==> config.mk <==
export PLATFORM = sky130hd
export DESIGN_NAME = pps_port
export DESIGN_NICKNAME = d
export VERILOG_FILES = /design/src/hdl/pps_pkg.sv /design/src/hdl/pps_port.sv
export SDC_FILE = /design/constraint.sdc
export NUM_CORES = 1
export LEC_CHECK = 0
export ABC_AREA = 0
export BUFFER_PORTS_ARGS = -buffer_cell sky130_fd_sc_hd__buf_2
export CORE_ASPECT_RATIO = 0.5
export CORE_MARGIN = 2
export CORE_UTILIZATION = 33
export DETAILED_ROUTE_END_ITERATION = 8
export GPL_TIMING_DRIVEN = 1
export PLACE_DENSITY = 0.51
export SLEW_MARGIN = 0
export SYNTH_ARGS = -nofsm -noshare
export SYNTH_HDL_FRONTEND = slang
export SYNTH_SLANG_ARGS = --single-unit
==> constraint.sdc <==
create_clock -name core_clk -period 5.32 [get_ports core_clk]
set_clock_uncertainty 0.15 [all_clocks]
set_input_delay 0.532 -clock core_clk [delete_from_list [all_inputs] [get_ports core_clk]]
set_output_delay 0.532 -clock core_clk [all_outputs]
set_load 0.01 [all_outputs]
==> src/hdl/pps_pkg.sv <==
// constants for the parallel port register block
package pps_pkg;
	localparam logic [9:0] PPS_DATA_ADDR      = 10'h378;
	localparam logic [9:0] PPS_STATUS_ADDR    = 10'h379;
	localparam logic [9:0] PPS_CONTROL_ADDR   = 10'h37a;
	localparam int         PPS_ST_FAULT       = 3;
	localparam int         PPS_ST_ONLINE      = 4;
	localparam int         PPS_ST_PAPER       = 5;
	localparam int         PPS_ST_ACK         = 6;
	localparam int         PPS_ST_BUSY        = 7;
	localparam int         PPS_CT_STROBE      = 0;
	localparam int         PPS_CT_FEED        = 1;
	localparam int         PPS_CT_INIT        = 2;
	localparam int         PPS_CT_CHOOSE      = 3;
	localparam int         PPS_CT_IRQ_GATE    = 4;
	localparam int         PPS_CT_DIR         = 5;
	localparam logic [7:0] PPS_DATA_RESET     = 8'h00;
	// init released high, strobe/feed/choose idle
	localparam logic [5:0] PPS_CONTROL_RESET  = 6'h04;
	localparam logic [1:0] PPS_CONTROL_ONES   = 2'h3;
	localparam logic [2:0] PPS_STATUS_ZEROS   = 3'h0;
	localparam logic [7:0] PPS_UNMAPPED_READ  = 8'hff;
	typedef enum logic [1:0] {
		PPS_BUF_EMPTY = 2'b00,
		PPS_BUF_ONE   = 2'b01,
		PPS_BUF_TWO   = 2'b10
	} pps_buf_state_t;
endpackage

==> src/hdl/pps_port.sv <==
// parallel port data, status and control register logic
`timescale 1ns/1ps
`default_nettype none

// ==========================================================
module pps_port
	import pps_pkg::*;
(
	input  wire logic       core_clk,
	input  wire logic       rst,
	input  wire logic       clk_en,
	input  wire logic [9:0] io_addr,
	input  wire logic       io_rd,
	input  wire logic       io_wr,
	input  wire logic [7:0] io_wdata,
	output logic      [7:0] io_rdata,
	output logic            io_rvalid,
	input  wire logic       io_rready,
	output logic            io_wready,
	input  wire logic       bidir_mode,
	input  wire logic [7:0] port_data_bits_in,
	output logic      [7:0] port_data_bits_out,
	output logic      [7:0] port_data_bits_oe,
	input  wire logic       fault_n_in,
	input  wire logic       printer_online_in,
	input  wire logic       paper_out_in,
	input  wire logic       ack_n_in,
	input  wire logic       busy_in,
	input  wire logic       strobe_n_in,
	output logic            strobe_n_out,
	output logic            strobe_n_oe,
	input  wire logic       line_feed_automatic_in,
	output logic            line_feed_automatic_out,
	output logic            line_feed_automatic_oe,
	input  wire logic       init_n_in,
	output logic            init_n_out,
	output logic            init_n_oe,
	input  wire logic       printer_choose_in,
	output logic            printer_choose_out,
	output logic            printer_choose_oe,
	output logic            irq7
);

	// ==========================================================
	// pin synchronisers
	// every pin is foreign to core_clk, so two flops before any use
	logic [8:0] pin_raw;
	logic [8:0] pin_s1;
	logic [8:0] pin_s2;
	logic [7:0] data_s1;
	logic [7:0] data_s2;

	assign pin_raw[8] = fault_n_in;
	assign pin_raw[7] = printer_online_in;
	assign pin_raw[6] = paper_out_in;
	assign pin_raw[5] = ack_n_in;
	assign pin_raw[4] = busy_in;
	assign pin_raw[3] = strobe_n_in;
	assign pin_raw[2] = line_feed_automatic_in;
	assign pin_raw[1] = init_n_in;
	assign pin_raw[0] = printer_choose_in;

	// idle level is high, so pin flops reset to ones (data flops to zeros): no false edge after reset
	genvar gi;
	generate
		for (gi = 0; gi < 9; gi++) begin : g_pin_sync
			always_ff @(posedge core_clk or posedge rst) begin
				if (rst) begin
					pin_s1[gi] <= 1'b1;
					pin_s2[gi] <= 1'b1;
				end else if (clk_en) begin
					pin_s1[gi] <= pin_raw[gi];
					pin_s2[gi] <= pin_s1[gi];
				end
			end
		end
		for (gi = 0; gi < 8; gi++) begin : g_data_sync
			always_ff @(posedge core_clk or posedge rst) begin
				if (rst) begin
					data_s1[gi] <= 1'b0;
					data_s2[gi] <= 1'b0;
				end else if (clk_en) begin
					data_s1[gi] <= port_data_bits_in[gi];
					data_s2[gi] <= data_s1[gi];
				end
			end
		end
	endgenerate

	logic fault_n_s;
	logic online_s;
	logic paper_s;
	logic ack_n_s;
	logic busy_s;
	logic strobe_n_s;
	logic feed_n_s;
	logic init_n_s;
	logic choose_n_s;

	assign fault_n_s  = pin_s2[8];
	assign online_s   = pin_s2[7];
	assign paper_s    = pin_s2[6];
	assign ack_n_s    = pin_s2[5];
	assign busy_s     = pin_s2[4];
	assign strobe_n_s = pin_s2[3];
	assign feed_n_s   = pin_s2[2];
	assign init_n_s   = pin_s2[1];
	assign choose_n_s = pin_s2[0];

	// ==========================================================
	// register writes
	logic [7:0] port_data;
	logic [5:0] port_control;
	logic       wr_take;
	logic       wr_data;
	logic       wr_control;

	// writes share the read buffer's ready, so a full buffer stalls both
	assign wr_take    = io_wr && io_wready;
	assign wr_data    = wr_take && (io_addr == PPS_DATA_ADDR);
	assign wr_control = wr_take && (io_addr == PPS_CONTROL_ADDR);

	always_ff @(posedge core_clk or posedge rst) begin
		if (rst) begin
			port_data <= PPS_DATA_RESET;
		end else if (clk_en) begin
			if (wr_data) begin
				port_data <= io_wdata;
			end
		end
	end

	// bits 7..6 are not stored, they read back as ones
	always_ff @(posedge core_clk or posedge rst) begin
		if (rst) begin
			port_control <= PPS_CONTROL_RESET;
		end else if (clk_en) begin
			if (wr_control) begin
				port_control <= io_wdata[5:0];
			end
		end
	end

	// ==========================================================
	// pin drive
	logic data_input;
	logic strobe_lvl;
	logic feed_lvl;
	logic init_lvl;
	logic choose_lvl;

	// printer mode ignores the direction bit
	assign data_input         = bidir_mode && port_control[PPS_CT_DIR];
	assign port_data_bits_out = port_data;
	assign port_data_bits_oe  = {8{~data_input}};

	// wire level each control bit asks for
	assign strobe_lvl = ~port_control[PPS_CT_STROBE];
	assign feed_lvl   = ~port_control[PPS_CT_FEED];
	assign init_lvl   = port_control[PPS_CT_INIT];
	assign choose_lvl = ~port_control[PPS_CT_CHOOSE];

	// open collector: out is tied low, the enable does the pulling,
	// so a released line can be read back as an input
	assign strobe_n_out            = 1'b0;
	assign strobe_n_oe             = ~strobe_lvl;

	assign line_feed_automatic_out = 1'b0;
	assign line_feed_automatic_oe  = ~feed_lvl;

	assign init_n_out              = 1'b0;
	assign init_n_oe               = ~init_lvl;

	assign printer_choose_out      = 1'b0;
	assign printer_choose_oe       = ~choose_lvl;

	// ==========================================================
	// acknowledge interrupt
	logic ack_prev;
	logic ack_rise;
	logic next_irq7;

	assign ack_rise  = ack_n_s && !ack_prev;
	assign next_irq7 = port_control[PPS_CT_IRQ_GATE] && ack_rise;

	// one-cycle pulse; the system line is edge triggered
	always_ff @(posedge core_clk or posedge rst) begin
		if (rst) begin
			ack_prev <= 1'b1;
			irq7     <= 1'b0;
		end else if (clk_en) begin
			ack_prev <= ack_n_s;
			irq7     <= next_irq7;
		end
	end

	// ==========================================================
	// read decode
	logic [7:0] status_val;
	logic [7:0] control_val;
	logic [7:0] data_val;
	logic [7:0] rd_val;

	// pins arrive two cycles late through the synchronisers
	assign status_val[7]   = ~busy_s;
	assign status_val[6]   = ack_n_s;
	assign status_val[5]   = paper_s;
	assign status_val[4]   = online_s;
	assign status_val[3]   = fault_n_s;
	assign status_val[2:0] = PPS_STATUS_ZEROS;

	// bits 3..0 come from the wire: release a line before reading it
	assign control_val[7:6] = PPS_CONTROL_ONES;
	assign control_val[5]   = port_control[PPS_CT_DIR];
	assign control_val[4]   = port_control[PPS_CT_IRQ_GATE];
	assign control_val[3]   = ~choose_n_s;
	assign control_val[2]   = init_n_s;
	assign control_val[1]   = ~feed_n_s;
	assign control_val[0]   = ~strobe_n_s;

	assign data_val = data_input ? data_s2 : port_data;

	always_comb begin
		if (io_addr == PPS_DATA_ADDR) begin
			rd_val = data_val;
		end else if (io_addr == PPS_STATUS_ADDR) begin
			rd_val = status_val;
		end else if (io_addr == PPS_CONTROL_ADDR) begin
			rd_val = control_val;
		end else begin
			rd_val = PPS_UNMAPPED_READ;
		end
	end

	// ==========================================================
	// two-entry read buffer
	// two words of slack, so a stalled reader loses nothing
	pps_buf_state_t buf_state;
	pps_buf_state_t next_buf_state;
	logic [7:0]     buf_word [0:1];
	logic           rd_ptr;
	logic           wr_ptr;
	logic           buf_in_ready;
	logic           push;
	logic           pop;

	assign buf_in_ready = (buf_state != PPS_BUF_TWO);
	assign push         = io_rd && buf_in_ready;
	assign pop          = io_rvalid && io_rready;
	assign io_rvalid    = (buf_state != PPS_BUF_EMPTY);
	assign io_rdata     = buf_word[rd_ptr];
	assign io_wready    = buf_in_ready;

	// a push and a pop in one cycle leave the fill level alone
	always_comb begin
		next_buf_state = buf_state;
		case (buf_state)
			PPS_BUF_EMPTY: begin
				if (push) begin
					next_buf_state = PPS_BUF_ONE;
				end
			end
			PPS_BUF_ONE: begin
				if (push && !pop) begin
					next_buf_state = PPS_BUF_TWO;
				end else if (pop && !push) begin
					next_buf_state = PPS_BUF_EMPTY;
				end
			end
			PPS_BUF_TWO: begin
				if (pop) begin
					next_buf_state = PPS_BUF_ONE;
				end
			end
			default: begin
				next_buf_state = PPS_BUF_EMPTY;
			end
		endcase
	end

	always_ff @(posedge core_clk or posedge rst) begin
		if (rst) begin
			buf_state <= PPS_BUF_EMPTY;
		end else if (clk_en) begin
			buf_state <= next_buf_state;
		end
	end

	always_ff @(posedge core_clk or posedge rst) begin
		if (rst) begin
			rd_ptr <= 1'b0;
			wr_ptr <= 1'b0;
		end else if (clk_en) begin
			if (push) begin
				wr_ptr <= ~wr_ptr;
			end
			if (pop) begin
				rd_ptr <= ~rd_ptr;
			end
		end
	end

	// the word is captured at the take edge, not when it is popped
	genvar ei;
	generate
		for (ei = 0; ei < 2; ei++) begin : g_buf_word
			always_ff @(posedge core_clk or posedge rst) begin
				if (rst) begin
					buf_word[ei] <= 8'h00;
				end else if (clk_en && push && (wr_ptr == 1'(ei))) begin
					buf_word[ei] <= rd_val;
				end
			end
		end
	endgenerate

endmodule

`default_nettype wire
==> impl_results.md <==
- Global-route wire length before repair: 10,700 um
- Via count of the first global-routing pass: 2,065
- Share of the synthesized area in the top cell type: 0.387
- Fin crit period: 2.20 ns
- CP max FO: 45
- Status: completed
- Total global routing track utilization: 0.136
- Max-cap check violation count: 0
- Die Span X: 144 um
- CP required: 5.38 ns
- # diodes: 0
- Initial Util: 0.341
- Setup TNS: 0 ns
- Clk_lat worst skew: 0.33 ns
- VDD IR max: 167 uV
- P_leak: 1.75 nW
- Worst Setup Path Type: in2reg
- Clock-pin transition on the worst setup and hold timing paths: 0.05 ns
- Final WS setup: 3.12 ns
- Core area: 0.00948 mm^2
- Final instance area: 0.00398 mm^2
- DIE HEIGHT: 74.0 um
- Worst Tran Pin Value: 0.945 ns
- Flops & latches, synth: 70
- Synth area leader: dfrtp_1
- DRC: 0
- Post-CTS Repair Setup Buffers: 0
- Max-slew headroom: 0.370
- Dominant cells by area after synthesis: dfrtp_1 39%, mux2_2 25%, dfstp_2 16%
- Pwr dens: 370 mW/mm^2
- # nets final: 337
- Total power: 1.47 mW
- Hold-fix buffers, CTS: 0
- RSZ-0062 raised after global routing: no
- Cell Area, Placed: 0.00365 mm^2
- CP arrival: 2.26 ns
- Layout cell share with drive strength beyond 1: 0.645
- Final setup fails: 0
- DIE AREA: 0.0107 mm^2
- Post-DP HPWL: 4780 um
- Final WL: 6650 um
- Slew Viols, Final: 0
- # clock sinks: 70
- Maximum clock frequency: 455 MHz
- Initial antenna violation count: 0
- Via count: 1,985
- Filler Cell Count: 902
- Final worst-path cycle share: 0.413
- Unique masters post-synth: 36
- Async S/R FF share, synth: 1.00
- GRT Residual Overflow: 0
- Routability cong.: 0.678
- Register area share after synthesis: 0.549
- CTS tree: yes
- CTS Buffer Depth: 2
- Drt pass-1 iters: 4
- Synthesized area: 0.00323 mm^2
- Area growth syn-to-layout: 23.1%
- Initial DRC Count: 95
- Count of flip-flops with a built-in enable after synthesis: 0
- Post-Syn Instances: 227
- Most used DFF post-synth: dfrtp_1
- PortBufs: 72
- TritonCTS Buffers: 9
- Startpoint Class: input port
- CP endpoint kind: register
- H-Tree Depth: 3
- Hold Path Class: in2reg
- Post-CTS Resized: 0
- Vias per inst: 4.57
- Clk root buf: clkbuf_16
- Final hold violations: 0
- Min Hold Slack: 0.271 ns
- Setup WS pre-CTS: 2.74 ns
- Row count: 25
- Num ports: 77
- Largest net degree at the start of global routing: 71
- Synth warn: 0
- Routed len/inst: 15.3 um
- Mean Syn Cell Area: 14.2 um^2
- Antenna-violating nets left: 0
[path summary, 6_finish.rpt]
| kind | startpoint | slack [ns] | end | cells after the start |
|---|---|---|---|---|
| max reg2reg | port_control[5]$_DFFE_PP0P_ | 3.46 | buf_word[14]$_DFFE_PP0P_ | 4 |
| min | io_wdata[7] | 0.27 | port_data_bits_out[7]$_DFFE_PP0P_ | 2 |
| max | clk_en | 3.12 | buf_word[10]$_DFFE_PP0P_ | 4 |
| min reg2reg | data_s1[7]$_DFFE_PP0P_ | 0.35 | data_s1[7]$_DFFE_PP0P_ | 1 |
| min in group asynchronous | rst | 0.31 | data_s1[7]$_DFFE_PP0P_ | 3 |
| max in group asynchronous | rst | 4.12 | buf_word[0]$_DFFE_PP0P_ | 3 |
[where the power goes]
part,switching [mW],internal (mW),total [mW]
Sequential,0.0520,0.599,0.651
Combinational,0.0767,0.0970,0.174
Clock,0.213,0.434,0.647
[final cells by class]
class                   count  area (um^2)  area share
well taps                 135          169      0.0424
multi-input cells         135         1320       0.332
repair buffers             73          368      0.0924
clock buffers              12          256      0.0644
clock inverters             4         70.1      0.0176
flip-flops and latches     70         1780       0.446
inverters                   5         18.8     0.00471
[critical path, stage by stage]
cell     delay [ns]
buf_2          0.71
nand3_1        0.32
nor2_4         0.31
mux2_2         0.37
[logic make-up (layout without fill, tap and decap cells)]
kind of cell               count (synthesis)  count (layout)  share of synthesized area
and+or+nand+nor                           29              29                     0.0774
DFF                                       70              70                      0.549
other                                      1               4                    0.00116
xor gates and xnor gates                   2               2                    0.00542
buffers and inverters                     25              94                     0.0453
muxes                                     82              82                      0.282
adders and majority gates                  1               1                    0.00387
AOI/OAI and AO/OA                         17              17                     0.0352
[through the flow]
| stage | utilization | std cells |
|---|---|---|
| 2_1_floorplan | - | 230 |
| 3_3_place_gp | 0.386 | 418 |
| 3_5_place_dp | 0.386 | 418 |
| 4_1_cts | 0.420 | 434 |
| 5_1_grt | 0.420 | 434 |
| 6_report | 0.420 | 434 |
[routing by layer]
layer  GRT usage  vias to the layer above  part of all wire
met5           0                        -                 0
met4      0.0545                        0             0.014
met3      0.0515                       11             0.044
met2       0.202                       38              0.46
met1       0.181                      998              0.48
li1            -                      938                 -
[registers in the layout, indices dropped and copies added, names as in the netlist]
register            flops
online_s                1
port_control            6
feed_n_s                1
data_s1                 8
port_data_bits_out      8
irq7                    1
ack_n_s                 1
data_s2                 8
init_n_s                1
strobe_n_s              1
paper_s                 1
rd_ptr                  1
busy_s                  1
buf_state               2
buf_word               16
ack_prev                1
pin_s1                  9
choose_n_s              1
fault_n_s               1
wr_ptr                  1
[cell usage in the layout (no fill, tap or decap), drive strengths merged, types with 4 or more instances in the layout]
master	count
dfrtp	50
buf	73
o21ai	7
mux2i	8
inv	5
o221ai	4
dfstp	20
nor2	5
nand2	6
mux2	74
conb	4
clkbuf	12
[synth_stat cells, types with 2 or more instances]
cell type,n
nor2_1,3
o221ai_1,4
inv_1,5
buf_4,12
nand2_1,5
o2111ai_1,3
buf_2,3
dfstp_2,20
dfrtp_1,50
or2_2,2
nor2b_1,2
xnor2_1,2
nand4_1,2
mux2_2,72
a21oi_1,2
mux2_1,2
o21ai_0,7
mux2i_1,8
nand3_1,2
clkbuf_1,4
nand2b_1,2
Note: power is estimated with default switching activity, not from simulation.
